[src/design/temp_scan_pkg.sv]
/*
  Shared constants and types of the temperature scan, alarm and result
  formatting block: register offsets, reset values, field positions,
  format codes and the sensor sequencing helper.
  Assumes a 32-bit APB slave with byte addresses on word boundaries.
*/
package temp_scan_pkg;

  localparam int NUM_SENSORS = 4;
  localparam int RAW_W       = 13;
  localparam int FRAC_W      = 3;
  localparam int DEG_W       = RAW_W - FRAC_W;
  localparam int DRIVE_W     = 14;

  // Register byte offsets
  localparam logic [7:0] OFS_SCAN       = 8'h00;
  localparam logic [7:0] OFS_THR_A      = 8'h04;
  localparam logic [7:0] OFS_THR_B      = 8'h08;
  localparam logic [7:0] OFS_ALM_CFG    = 8'h0C;
  localparam logic [7:0] OFS_HYST       = 8'h10;
  localparam logic [7:0] OFS_CTRL       = 8'h14;
  localparam logic [7:0] OFS_STATUS     = 8'h18;
  localparam logic [7:0] OFS_RESULT     = 8'h20;
  localparam logic [7:0] OFS_RESULT_END = 8'h3C;

  // Values after reset
  localparam logic [3:0] RST_SCAN    = 4'h1;
  localparam logic [7:0] RST_THR_A   = 8'h50;
  localparam logic [7:0] RST_THR_B   = 8'h00;
  localparam logic [7:0] RST_ALM_CFG = 8'h00;
  localparam logic [7:0] RST_HYST    = 8'h02;

  // Control word fields
  localparam int CTRL_EXT_BIT    = 0;
  localparam int CTRL_CONT_BIT   = 1;
  localparam int CTRL_START_BIT  = 2;
  localparam int CTRL_CANCEL_LSB = 3;

  // Alarm configuration: one nibble per alarm
  localparam int ALM_W         = 4;
  localparam int ALM_SRC_LSB   = 0;
  localparam int ALM_UNDER_BIT = 2;
  localparam int ALM_POL_BIT   = 3;

  // Result codes
  localparam logic [7:0] OFFSET_CODE    = 8'h40;
  localparam logic [7:0] OFS_LOW_CLAMP  = 8'h18;
  localparam logic [7:0] OFS_HIGH_CLAMP = 8'hCC;
  localparam logic [7:0] BIN_HIGH_CLAMP = 8'h7F;
  localparam logic [7:0] FAULT_CODE     = 8'hFF;
  localparam logic signed [DEG_W-1:0] EXT_MIN_DEG = -10'sd40;
  localparam logic signed [DEG_W-1:0] EXT_MAX_DEG = 10'sd140;
  localparam logic signed [DEG_W-1:0] BIN_MAX_DEG = 10'sd127;

  typedef enum logic [1:0] {ST_IDLE, ST_WAIT, ST_STORE} scan_state_t;
  typedef enum logic [1:0] {
    CANCEL_NONE, CANCEL_THREE_POINT, CANCEL_FOUR_WIRE
  } cancel_mode_t;

  // First enabled sensor after cur, wrapping; cur itself if alone
  function automatic logic [1:0] nextSensor(input logic [1:0] cur,
                                            input logic [3:0] mask);
    logic [1:0] idx;
    logic       found;
    nextSensor = cur;
    found      = 1'b0;
    for (int i = 1; i <= NUM_SENSORS; i++) begin
      idx = cur + 2'(i);
      if (mask[idx] && !found) begin
        nextSensor = idx;
        found      = 1'b1;
      end
    end
  endfunction

endpackage

[src/design/temp_result_format.sv]
/*
  Combinational formatter: signed raw temperature in eighths of a degree
  to a high byte (whole degrees) and low byte (eighths), with clamping
  in binary and offset-binary form and the diode fault code.
  Assumes the raw value and fault flag come from same-clock logic.
*/
`timescale 1ns/1ps
module temp_result_format (
  input  wire logic signed [temp_scan_pkg::RAW_W-1:0] rawTemp,
  input  wire logic                                   fault,
  input  wire logic                                   extRange,
  output logic [7:0]                                  hiByte,
  output logic [7:0]                                  loByte
);
  import temp_scan_pkg::*;

  logic signed [DEG_W-1:0] wholeDeg;
  logic [7:0]              fracByte;

  // Upper bits of two's complement give floor of the degree count
  assign wholeDeg = rawTemp[RAW_W-1:FRAC_W];
  assign fracByte = {5'h00, rawTemp[FRAC_W-1:0]};

  always_comb begin
    hiByte = wholeDeg[7:0];
    loByte = fracByte;
    if (fault) begin
      hiByte = FAULT_CODE;
      loByte = FAULT_CODE;
    end else if (extRange) begin
      if (wholeDeg <= EXT_MIN_DEG) begin
        hiByte = OFS_LOW_CLAMP;
        loByte = 8'h00;
      end else if (wholeDeg >= EXT_MAX_DEG) begin
        hiByte = OFS_HIGH_CLAMP;
        loByte = 8'h00;
      end else begin
        hiByte = wholeDeg[7:0] + OFFSET_CODE;
      end
    end else if (wholeDeg < 0) begin
      hiByte = 8'h00;
      loByte = 8'h00;
    end else if (wholeDeg > BIN_MAX_DEG) begin
      hiByte = BIN_HIGH_CLAMP;
      loByte = 8'h00;
    end
  end

endmodule // temp_result_format

[src/design/temp_scan_alarm_format.sv]
/*
  Sensor scan sequencer, excitation port control, result store, two
  hysteresis alarms and an APB register slave.
  Assumes a digital converter on sys_clk that takes adcStart/adcSel and
  answers with adcDone plus a signed raw result and saturation flags.
*/
// Behaviour
// - Scan up to four enabled sensors automatically.
// - Order internal, ext1, ext2, ext3, skip disabled.
// - Store result in converted sensor's register pair.
// - Thresholds use the selected result format.
// - Alarms evaluated only when a conversion ends.
// - Each alarm picks any sensor as source.
// - Trip above threshold, or below if under.
// - Per-alarm active level and direction configurable.
// - Over alarm holds until at/below threshold-hysteresis.
// - High byte whole degrees, low byte eighths.
// - Binary default; extended adds 64 to code.
// - Binary clamps below zero to zero.
// - Binary clamps above 127 to 7F.
// - Offset binary saturates at 18 and CC.
// - High and low bytes update together.
// - Three-point: anode excitation, cathode cancellation current.
// - Three-point: equal currents, differential sense.
// - Four-wire: force ports three/four, sense one/two.
// - Converter saturation gives all-ones in both bytes.
// - Single mode: one pass, then standby.
`timescale 1ns/1ps
module temp_scan_alarm_format (
  input  wire logic                                   sys_clk,
  input  wire logic                                   srst,
  input  wire logic [7:0]                             paddr,
  input  wire logic                                   psel,
  input  wire logic                                   penable,
  input  wire logic                                   pwrite,
  input  wire logic [31:0]                            pwdata,
  output logic                                        pready,
  output logic [31:0]                                 prdata,
  output logic                                        pslverr,
  output logic                                        adcStart,
  output logic [1:0]                                  adcSel,
  input  wire logic                                   adcDone,
  input  wire logic signed [temp_scan_pkg::RAW_W-1:0] adcTemp,
  input  wire logic                                   adcSatLow,
  input  wire logic                                   adcSatHigh,
  output logic [3:0]                                  portExcite,
  output logic [3:0]                                  portCancel,
  output logic                                        currentMatch,
  output logic                                        senseDiff,
  output logic [1:0]                                  sensePos,
  output logic [1:0]                                  senseNeg,
  output logic                                        firstAlarmOutput,
  output logic                                        secondAlarmOutput
);
  import temp_scan_pkg::*;

  typedef struct packed {
    logic [3:0]         scanSel;
    logic [7:0]         thrA;
    logic [7:0]         thrB;
    logic [7:0]         alarmCfg;
    logic [7:0]         hyst;
    logic               extRange;
    logic               contMode;
    cancel_mode_t       cancelMode;
    logic               startReq;
    logic [3:0][7:0]    resHi;
    logic [3:0][7:0]    resLo;
    scan_state_t        state;
    logic [1:0]         cur;
    logic [1:0]         alarmAct;
    logic [1:0]         alarmOut;
    logic               adcStart;
    logic [1:0]         adcSel;
    logic [DRIVE_W-1:0] drive;
    logic               pready;
    logic [31:0]        prdata;
    logic               pslverr;
  } state_t;

  state_t                  s;
  state_t                  next_s;
  logic [7:0]              fmtHi;
  logic [7:0]              fmtLo;
  logic                    adcFault;
  logic signed [DEG_W-1:0] wholeDeg;
  logic [1:0]              nxtSensor;
  logic [1:0]              firstSensor;
  logic                    passEnd;
  logic                    doLaunch;
  logic [1:0]              launchSel;
  logic                    apbAccess;

  // Hysteresis compare on the formatted code, widened against overflow
  function automatic logic alarmNext(input logic       act,
                                     input logic [7:0] code,
                                     input logic [7:0] thr,
                                     input logic [7:0] hy,
                                     input logic       under);
    logic signed [9:0] c;
    logic signed [9:0] t;
    logic signed [9:0] h;
    c = signed'({2'b00, code});
    t = signed'({2'b00, thr});
    h = signed'({2'b00, hy});
    if (under) begin
      alarmNext = act ? (c < t + h) : (c < t);
    end else begin
      alarmNext = act ? (c > t - h) : (c > t);
    end
  endfunction

  // {excite, cancel, match, diff, pos, neg}
  function automatic logic [DRIVE_W-1:0] portDrive(
      input logic [1:0] sensor, input cancel_mode_t mode);
    logic [1:0] pin;
    portDrive = '0;
    pin       = sensor - 2'd1;
    if (sensor != 2'd0) begin
      case (mode)
        CANCEL_THREE_POINT: begin
          portDrive = {4'h1, 4'h2, 1'b1, 1'b1, 2'd0, 2'd1};
        end
        CANCEL_FOUR_WIRE: begin
          portDrive = {4'hC, 4'h0, 1'b0, 1'b1, 2'd0, 2'd1};
        end
        default: begin
          portDrive = {4'h1 << pin, 4'h0, 1'b0, 1'b0, pin, 2'd0};
        end
      endcase
    end
  endfunction

  temp_result_format u_fmt (
    .rawTemp  (adcTemp),
    .fault    (adcFault),
    .extRange (s.extRange),
    .hiByte   (fmtHi),
    .loByte   (fmtLo)
  );

  assign adcFault    = adcSatLow || adcSatHigh;
  assign wholeDeg    = adcTemp[RAW_W-1:FRAC_W];
  assign nxtSensor   = nextSensor(s.cur, s.scanSel);
  assign firstSensor = nextSensor(2'd3, s.scanSel);
  assign passEnd     = (nxtSensor <= s.cur);
  assign apbAccess   = psel && penable && !s.pready;

  always_comb begin
    next_s          = s;
    next_s.adcStart = 1'b0;
    next_s.pready   = 1'b0;
    next_s.pslverr  = 1'b0;
    doLaunch        = 1'b0;
    launchSel       = firstSensor;
    case (s.state)
      ST_IDLE: begin
        if ((s.startReq || s.contMode) && s.scanSel != 4'h0) begin
          doLaunch = 1'b1;
        end
        next_s.startReq = 1'b0;
      end
      ST_WAIT: begin
        if (adcDone) begin
          next_s.resHi[s.cur] = fmtHi;
          next_s.resLo[s.cur] = fmtLo;
          for (int k = 0; k < 2; k++) begin
            // Faulty readings leave the alarm where it was
            if (!adcFault &&
                s.alarmCfg[ALM_W*k+ALM_SRC_LSB +: 2] == s.cur) begin
              next_s.alarmAct[k] = alarmNext(s.alarmAct[k], fmtHi,
                                             (k == 0) ? s.thrA : s.thrB,
                                             s.hyst,
                                             s.alarmCfg[ALM_W*k+ALM_UNDER_BIT]);
            end
          end
          next_s.state = ST_STORE;
        end
      end
      ST_STORE: begin
        if (s.scanSel != 4'h0 && (!passEnd || s.contMode)) begin
          doLaunch  = 1'b1;
          launchSel = nxtSensor;
        end else begin
          next_s.state = ST_IDLE;
          next_s.drive = '0;
        end
      end
      default: begin
        next_s.state = ST_IDLE;
      end
    endcase
    if (doLaunch) begin
      next_s.cur      = launchSel;
      next_s.adcSel   = launchSel;
      next_s.adcStart = 1'b1;
      next_s.state    = ST_WAIT;
      next_s.drive    = portDrive(launchSel, s.cancelMode);
    end
    for (int k = 0; k < 2; k++) begin
      next_s.alarmOut[k] =
        (s.alarmCfg[ALM_W*k+ALM_POL_BIT] == s.alarmAct[k]);
    end
    // Register writes come last so a start request beats the clear
    if (apbAccess) begin
      next_s.pready = 1'b1;
      next_s.prdata = 32'h0000_0000;
      if (paddr[1:0] != 2'b00) begin
        next_s.pslverr = 1'b1;
      end else if (pwrite) begin
        case (paddr)
          OFS_SCAN:    next_s.scanSel  = pwdata[3:0];
          OFS_THR_A:   next_s.thrA     = pwdata[7:0];
          OFS_THR_B:   next_s.thrB     = pwdata[7:0];
          OFS_ALM_CFG: next_s.alarmCfg = pwdata[7:0];
          OFS_HYST:    next_s.hyst     = pwdata[7:0];
          OFS_CTRL: begin
            next_s.extRange   = pwdata[CTRL_EXT_BIT];
            next_s.contMode   = pwdata[CTRL_CONT_BIT];
            next_s.cancelMode =
              cancel_mode_t'(pwdata[CTRL_CANCEL_LSB +: 2]);
            if (pwdata[CTRL_START_BIT]) begin
              next_s.startReq = 1'b1;
            end
          end
          OFS_STATUS: begin
          end
          default: begin
            if (paddr < OFS_RESULT || paddr > OFS_RESULT_END) begin
              next_s.pslverr = 1'b1;
            end
          end
        endcase
      end else begin
        case (paddr)
          OFS_SCAN:    next_s.prdata = {28'h0, s.scanSel};
          OFS_THR_A:   next_s.prdata = {24'h0, s.thrA};
          OFS_THR_B:   next_s.prdata = {24'h0, s.thrB};
          OFS_ALM_CFG: next_s.prdata = {24'h0, s.alarmCfg};
          OFS_HYST:    next_s.prdata = {24'h0, s.hyst};
          OFS_CTRL: begin
            next_s.prdata = {27'h0, s.cancelMode, 1'b0,
                             s.contMode, s.extRange};
          end
          OFS_STATUS: begin
            next_s.prdata = {27'h0, s.alarmAct, s.cur,
                             s.state != ST_IDLE};
          end
          default: begin
            if (paddr < OFS_RESULT || paddr > OFS_RESULT_END) begin
              next_s.pslverr = 1'b1;
            end else if (paddr[2]) begin
              next_s.prdata = {24'h0, s.resLo[paddr[4:3]]};
            end else begin
              next_s.prdata = {24'h0, s.resHi[paddr[4:3]]};
            end
          end
        endcase
      end
    end
  end

  always_ff @(posedge sys_clk) begin
    if (srst) begin
      s          <= '0;
      s.scanSel  <= RST_SCAN;
      s.thrA     <= RST_THR_A;
      s.thrB     <= RST_THR_B;
      s.alarmCfg <= RST_ALM_CFG;
      s.hyst     <= RST_HYST;
      s.alarmOut <= 2'b11;
    end else begin
      s <= next_s;
    end
  end

  assign pready            = s.pready;
  assign prdata            = s.prdata;
  assign pslverr           = s.pslverr;
  assign adcStart          = s.adcStart;
  assign adcSel            = s.adcSel;
  assign portExcite        = s.drive[13:10];
  assign portCancel        = s.drive[9:6];
  assign currentMatch      = s.drive[5];
  assign senseDiff         = s.drive[4];
  assign sensePos          = s.drive[3:2];
  assign senseNeg          = s.drive[1:0];
  assign firstAlarmOutput  = s.alarmOut[0];
  assign secondAlarmOutput = s.alarmOut[1];
endmodule // temp_scan_alarm_format

[config.mk]
export PLATFORM = sky130hd
export DESIGN_NAME = temp_scan_alarm_format
export DESIGN_NICKNAME = d
export VERILOG_FILES = /design/src/design/temp_scan_pkg.sv /design/src/design/temp_result_format.sv /design/src/design/temp_scan_alarm_format.sv
export SDC_FILE = /design/constraint.sdc
export NUM_CORES = 1
export LEC_CHECK = 0
export BUFFER_PORTS_ARGS = -buffer_cell sky130_fd_sc_hd__clkbuf_2
export CORE_ASPECT_RATIO = 1.75
export CORE_MARGIN = 2
export CORE_UTILIZATION = 30
export DETAILED_ROUTE_END_ITERATION = 8
export GPL_TIMING_DRIVEN = 0
export PLACE_DENSITY = 0.48
export SYNTH_ARGS = -nofsm -noshare
export SYNTH_HDL_FRONTEND = slang
export SYNTH_SLANG_ARGS = --single-unit
[constraint.sdc]
create_clock -name sys_clk -period 3.9 [get_ports sys_clk]
set_input_delay 0.585 -clock sys_clk [delete_from_list [all_inputs] [get_ports sys_clk]]
set_output_delay 0.585 -clock sys_clk [all_outputs]
set_load 0.03 [all_outputs]
Yosys cells after proc, flatten, opt, wreduce, memory -nomap -nowiden
Index checks and enable logic that the tools add are counted.

Bits in registers: 162. Logic and storage cells: 207.

Multiplexer cells: 77. Order comparisons: 21. Reduce and logical (&&, ||, !) cells: 48. Bitwise logic cells: 3. Add/sub/neg operators: 9. Equality and inequality tests: 20. Shift operators: 1.

Operators with widths (number): case mux 32 bit (7 select lines) (1); two-way mux 8 bit (14); two-way mux 32 bit (3); bitwise mux 32 bit (2); two-way mux 14 bit (3); two-way mux 34 bit (1); binary-select mux 8 bit (select 2 bit) (2); case mux 14 bit (2 select lines) (1); two-way mux 1 bit (27); equality test 8 x 5 -> 1 bit (second input constant) (3); two-way mux 2 bit (12); AND reduction 4 bit (6); adder 8 x 8 -> 9 bit (2); greater-than comparator 9 bit (2); < comparator 8 x 9 -> 1 bit (2); subtractor 8 x 8 -> 9 bit (2); two-way mux 17 bit (1); demux 8 bit (select 2 bit) (1); equality test 8 x 4 -> 1 bit (second input constant) (2); greater-than comparator 8 bit (2); < comparator 8 bit (2); < comparator 2 x 3 -> 1 bit (second input constant) (5); logical AND 1 bit (13); AND reduction 3 bit (4); 34 further kinds (66).

Logic depth before layout (Yosys ltp)
Word-level depth: 24. Gate-level depth with buffers: 20. Mapped depth without buffers: 19.

Hierarchy
From an unflattened synthesis, not the netlist that was laid out.

Cells, all modules: 1142. Area, all modules: 9410.3 um2.

Modules (own cells, without submodules): temp_scan_alarm_format (cells each 1075, area an instance 8967.4 um2, sequential area each 2642.5 um2, instances 1); temp_result_format (cells each 67, area an instance 442.9 um2, sequential area each 0.0 um2, instances 1).

Worst setup path after synthesis
Ideal clock, no wire load.

Path kind: register -> register. Start: reg adcSel[0] (netlist name). End: reg s, in the netlist portExcite[3]. Path slack: 0.194 ns. Data required time: 3.830 ns. Library setup time: 0.070 ns. Arrival time: 3.635 ns. Buffers on the path: 1. Stages on the path, launching flop included: 19. Clock period less this slack: 3.706 ns. Cell sequence: dfxtp_1 > clkbuf_1 > inv_1 > ha_1 > nand2_1 > a21oi_1 > o21ai_0 > o31a_1 > ha_1 > nand2_1 > a21oi_1 > or3b_2 > a21oi_1 > inv_1 > ha_1 > nor2_1 > o21a_1 > o21ai_0 > a21oi_1.

RTL lines: to (signal assigned) (RTL line temp_scan_alarm_format.sv:273) `s <= next_s;`; to (decl) (RTL line temp_scan_alarm_format.sv:81) `state_t s;`.

Worst setup path in the final report
Start: in adcTemp[5] (netlist name). End: reg s[54] (netlist name).

Cells in the longest elaborated chain, start to end: 8. Elaborated cells on any way between the ends: 18. Classes of those cells: add/sub (1); order compare (8); mux (9).

Ends and longest elaborated chain: from (decl) (RTL line temp_scan_alarm_format.sv:43) `input wire logic signed [temp_scan_pkg::RAW_W-1:0] adcTemp,`; adder 8 x 7 -> 8 bit, or another cell as far along (RTL line temp_result_format.sv:38) `hiByte = wholeDeg[7:0] + OFFSET_CODE;`; two-way mux 8 bit (on tied branches) (RTL line temp_result_format.sv:34, temp_result_format.sv:43); two-way mux 8 bit (on tied branches) (RTL line temp_result_format.sv:31, temp_result_format.sv:40); two-way mux 8 bit (*) (RTL line temp_result_format.sv:30) `end else if (extRange) begin`; two-way mux 8 bit (*) (RTL line temp_result_format.sv:27) `if (fault) begin`; net fmtHi[5] (RTL line temp_scan_alarm_format.sv:83) `logic [7:0] fmtHi;`; greater-than comparator 9 bit, or another cell as far along (RTL line temp_scan_alarm_format.sv:109) `alarmNext = act ? (c > t - h) : (c > t);`; two-way mux 1 bit (on tied branches) (RTL line temp_scan_alarm_format.sv:109, temp_scan_alarm_format.sv:107); two-way mux 1 bit (*) (RTL line temp_scan_alarm_format.sv:106) `if (under) begin`.

Mark *: on every way through the listed nets, which the timed path passes. The rest lies on a longest branch. A chain may end at the register's enable or synchronous reset.

==> results by group <==
Placement
  • I/O Buffers: 56
  • Cell total after placement: 1461
  • Final weighted congestion in routability-driven placement: 0.856
  • DP HPWL: between 20000 and 25000 µm
  • Post-Place Setup Slack: -0.820 ns
  • Placed standard-cell area: about 9000 µm²

Cells and area
  • Number of fillers in the final layout: between 2000 and 3000
  • Diodes inserted: 0
  • Final #Nets: around 1300
  • Total non-filler cell area in the finished layout: between 9000 and 10000 µm²
  • Number of non-filler instances in the completed layout: 1501
  • Layout overhead on the synthesized area: 18.5%
  • Area of the multi-input gates: approximately 5400 µm²
  • Proportion of layout cells with a drive suffix above 1: about a fifth
  • Core utilization of the finished layout: roughly 36%
  • Area of all sequential standard cells: roughly 2300 µm²

Critical path
  • Data arrival time at the worst-slack endpoint: around 4.0 ns
  • Crit-path cells: clkbuf_2 > nor4_2 > o31ai_1 > and2_1 > nand2_1 > o21ai_0 > a21oi_2 > inv_1 > ha_1 > a21o_1 > a21o_1 > a21oi_1 > o41ai_2 > xor2_1 > a31oi_1 > nor4_2
  • Type of origin of the critical path: primary input
  • Required time at the endpoint of the critical path: 4.24 ns
  • Number of buffers and inverters on the critical path: 2
  • Biggest cell delay along the critical path: 0.37 ns
  • Critical setup path kind: in -> reg
  • Crit path capture type: register
  • Cell at the slowest stage of the critical path: sky130_fd_sc_hd__ha_1
  • Largest driver fanout on the critical path: 6
  • Top cell family by delay on the critical path: compound AO/OA/AOI/OAI gates

Synthesis
  • Area of the mapped netlist: between 8000 and 9000 µm²
  • Post-synthesis area per instance: 8.34 µm²
  • Number of enable flip-flop cells after synthesis: 0
  • Share of the synthesized area in the top cell type: 27.7%
  • Sequential share of the synthesized area: approximately 28%
  • Most area-hungry cell type in the Yosys netlist: sky130_fd_sc_hd__dfxtp_1
  • Synth top area cells: sky130_fd_sc_hd__dfxtp_1, sky130_fd_sc_hd__ha_1, sky130_fd_sc_hd__nor2_1, sky130_fd_sc_hd__a211oi_1, sky130_fd_sc_hd__a21oi_1
  • #FFs+latches synth: about 120
  • Leading cell types by count after synthesis: sky130_fd_sc_hd__nor2_1, sky130_fd_sc_hd__dfxtp_1, sky130_fd_sc_hd__ha_1
  • Netlist cell types: 76
  • Count of mapped cells out of synthesis: between 1000 and 1500
  • Most common flop cell mapped by yosys: sky130_fd_sc_hd__dfxtp_1
  • Proportion of register bits with asynchronous set or reset after synthesis: 0%
  • Most common cell in the synthesized netlist: sky130_fd_sc_hd__nor2_1
  • YS warnings: 0

Timing
  • Final setup skew: approximately 0.007 ns
  • Clock period minus final worst setup slack: around 3.7 ns
  • Total setup violations reported at the end of the flow: 0
  • Max Slew Vio Count: 0
  • Maximum frequency from static timing analysis: 0.272 GHz
  • Final hold violations: 0
  • Final critical-path setup slack: 0.226 ns
  • Final cycle utilization of the critical path: a little over nine tenths
  • Slew of the pin with the lowest slew margin: 0.913 ns
  • Relative slew slack: approximately 39%

Job
  • # Max-Cap Violations: 0

Clock network
  • Hold bufs inserted after CTS: 0
  • Bufs on Longest Clock Path: 2
  • Clock sinks: 116
  • Register clock-pin slew on the reported worst setup and hold paths: approximately 0.06 ns
  • Clk root buf: sky130_fd_sc_hd__clkbuf_16
  • Maximum level of the CTS H-tree: 4
  • Clock buffers created by TritonCTS: 17
  • Clock tree from TritonCTS: built
  • Worst-Skew Late Latency: approximately 0.43 ns

Global route
  • GR met2 Demand/Resource: about two fifths
  • Met1 track demand over resource: 21.8%
  • Number of antenna violations at the first check in global routing: 0
  • First-pass GRT wire length: around 45000 µm
  • GRT Overall Usage: around 21%
  • Number of global-route vias before repair: 7677
  • Grt total ovfl: 0
  • Peak-usage layer in the global routing report: met2
  • Met3 usage in global routing: slightly above 3%
  • Pin count of the biggest net entering global routing: 17

Route
  • Vias per cell: 5.09
  • Router iterations before antenna repair: 6
  • DRC violation count after routing: 0
  • Final wirelength: around 30000 µm
  • Antenna-violating nets left: 0
  • Total via count after detailed routing: 7640
  • Routed WL per cell: 19.5 µm
  • Initial DRC Count: between 300 and 400

Die
  • Initial Util: ~30%
  • Die area: 29300 µm²
  • Die span in y: between 200 and 250 µm
  • DIE WIDTH: about 130 µm
  • Core region area: around 28000 µm²
  • Number of top-level pins: 114
  • Number of rows in the core area: 81

Pwr
  • Clock share of power: approximately 50%
  • Reg power frac: about two fifths
  • Relative contribution of combinational cells to total power: approximately a tenth
  • Power density of the placed cells: about 290 nW/µm²
  • Switching part of the total: a little over a quarter
  • Cell-internal power: about 2.2 mW
  • Pleak: 4.09 nW
  • Switching power: 771 µW
  • Peak ir drop on the vdd network: between 0.2 and 0.3 mV

Run status
  • Status: finished, final reports clean

Worst hold path
  • Worst min path class: in -> reg
==> final timing paths <==
| path | to | slack, ns | cells past startpoint | start |
|---|---|---|---|---|
| worst min-delay path | s[135] | 0.45 | 3 | pwdata[7] |
| worst max register to register | portExcite[0] | 0.25 | 17 | adcSel[1] |
| worst min register to register | portExcite[3] | 0.46 | 2 | portExcite[3] |
| worst max-delay path | s[54] | 0.23 | 16 | adcTemp[5] |
==> final cells by class <==
cell class / count / area share [%]
inverter: 70 / 2.68
tap: 373 / 4.70
clock buffer: 22 / 4.97
timing repair buffer: 65 / 3.50
sequential: 116 / 23.4
multi-input combinational: 747 / 54.3
buffer: 99 / 5.92
clock inverter: 9 / 0.541
==> worst register-to-register path: cells and delay by family, from the launching register on <==
| family | cells | cell delay, ns |
|---|---|---|
| compound gates | 6 | 0.77 |
| fa+ha+maj | 2 | 0.41 |
| buf+inv | 2 | 0.32 |
| flops | 1 | 0.36 |
| mux | 2 | 0.79 |
| simple gates | 5 | 0.85 |
==> power groups by stage <==
| stage | logic [mW] | clock network, mW | registers (mW) |
|---|---|---|---|
| 3_3_place_gp | 0.270 | 0 | 1.21 |
| 6_report | 0.277 | 1.46 | 1.19 |
| 2_1_floorplan | 0.180 | 0 | 1.21 |
| 3_5_place_dp | 0.271 | 0 | 1.21 |
| 5_1_grt | 0.300 | 1.54 | 1.19 |
| 4_1_cts | 0.274 | 1.48 | 1.19 |
==> logic make-up after synthesis <==
family                   count (synthesis)  synth area share (%)
flip-flops                             116                  27.7
XOR/XNOR                                32                  3.34
AO/OA/AOI/OAI                          252                  21.0
AND/OR/NAND/NOR                        309                  17.9
other                                    1                0.0447
adder cells (fa/ha/maj)                 93                  14.2
multiplexers                            33                  5.90
buffers and inverters                  169                  9.96
==> metal layers <==
metal,part of all wire (%),up-vias
met5,0,-
met2,54,206
met4,4.2,0
met3,3.8,64
met1,38,3641
li1,-,3729
==> per-stage QoR <==
| stage | TNS (ns) | power (mW) | hold WS [ns] |
|---|---|---|---|
| 2_1_floorplan | 0 | 1.39 | 0.432 |
| 3_3_place_gp | -5.62 | 1.48 | 0.446 |
| 3_5_place_dp | -6.36 | 1.48 | 0.458 |
| 4_1_cts | -0.00673 | 2.94 | 0.446 |
| 5_1_grt | -0.0270 | 3.02 | 0.459 |
| 6_report | 0 | 2.93 | 0.454 |
==> what timing repair did <==
action,4_1_cts,5_1_grt
endpoints found under the hold margin,0,0
setup buffers,2,7
gates resized for setup,13,15
pin swaps,1,3
endpoints found under the setup margin,10,10
==> state kept, by name (all words and copies together), names as in the netlist <==
signal             cells
pslverr                1
firstAlarmOutput       1
sensePos               2
portExcite             4
adcSel                 2
portCancel             1
s                     93
senseDiff              1
pready                 1
secondAlarmOutput      1
adcStart               1
prdata                 8
==> cell usage in the layout, fill, tap and decap left out, types with 7 or more instances in the layout <==
cell type                   synthesis  layout
sky130_fd_sc_hd__mux4_2            13      13
sky130_fd_sc_hd__clkbuf_2           0      56
sky130_fd_sc_hd__conb_1             1      28
sky130_fd_sc_hd__mux2i_1           19      19
sky130_fd_sc_hd__clkbuf_1          38      37
sky130_fd_sc_hd__xor2_1            12      12
sky130_fd_sc_hd__buf_2             13      12
sky130_fd_sc_hd__a211oi_1          55      54
sky130_fd_sc_hd__ha_1              86      86
sky130_fd_sc_hd__nor3_1            13      12
sky130_fd_sc_hd__inv_1             70      67
sky130_fd_sc_hd__a22oi_1            7       7
sky130_fd_sc_hd__nand4_1            7       7
sky130_fd_sc_hd__nand2_1           67      67
sky130_fd_sc_hd__nand2b_1          14      14
sky130_fd_sc_hd__buf_4             47      56
sky130_fd_sc_hd__nor2_1           120     117
sky130_fd_sc_hd__a21oi_1           82      77
sky130_fd_sc_hd__a21o_1            11      11
sky130_fd_sc_hd__nand3_1           40      40
sky130_fd_sc_hd__clkbuf_16          0      17
sky130_fd_sc_hd__o21ai_0           26      25
sky130_fd_sc_hd__dfxtp_1          116     113
sky130_fd_sc_hd__xnor2_1           20      20
No activity file was read; power rests on OpenSTA's default activity.
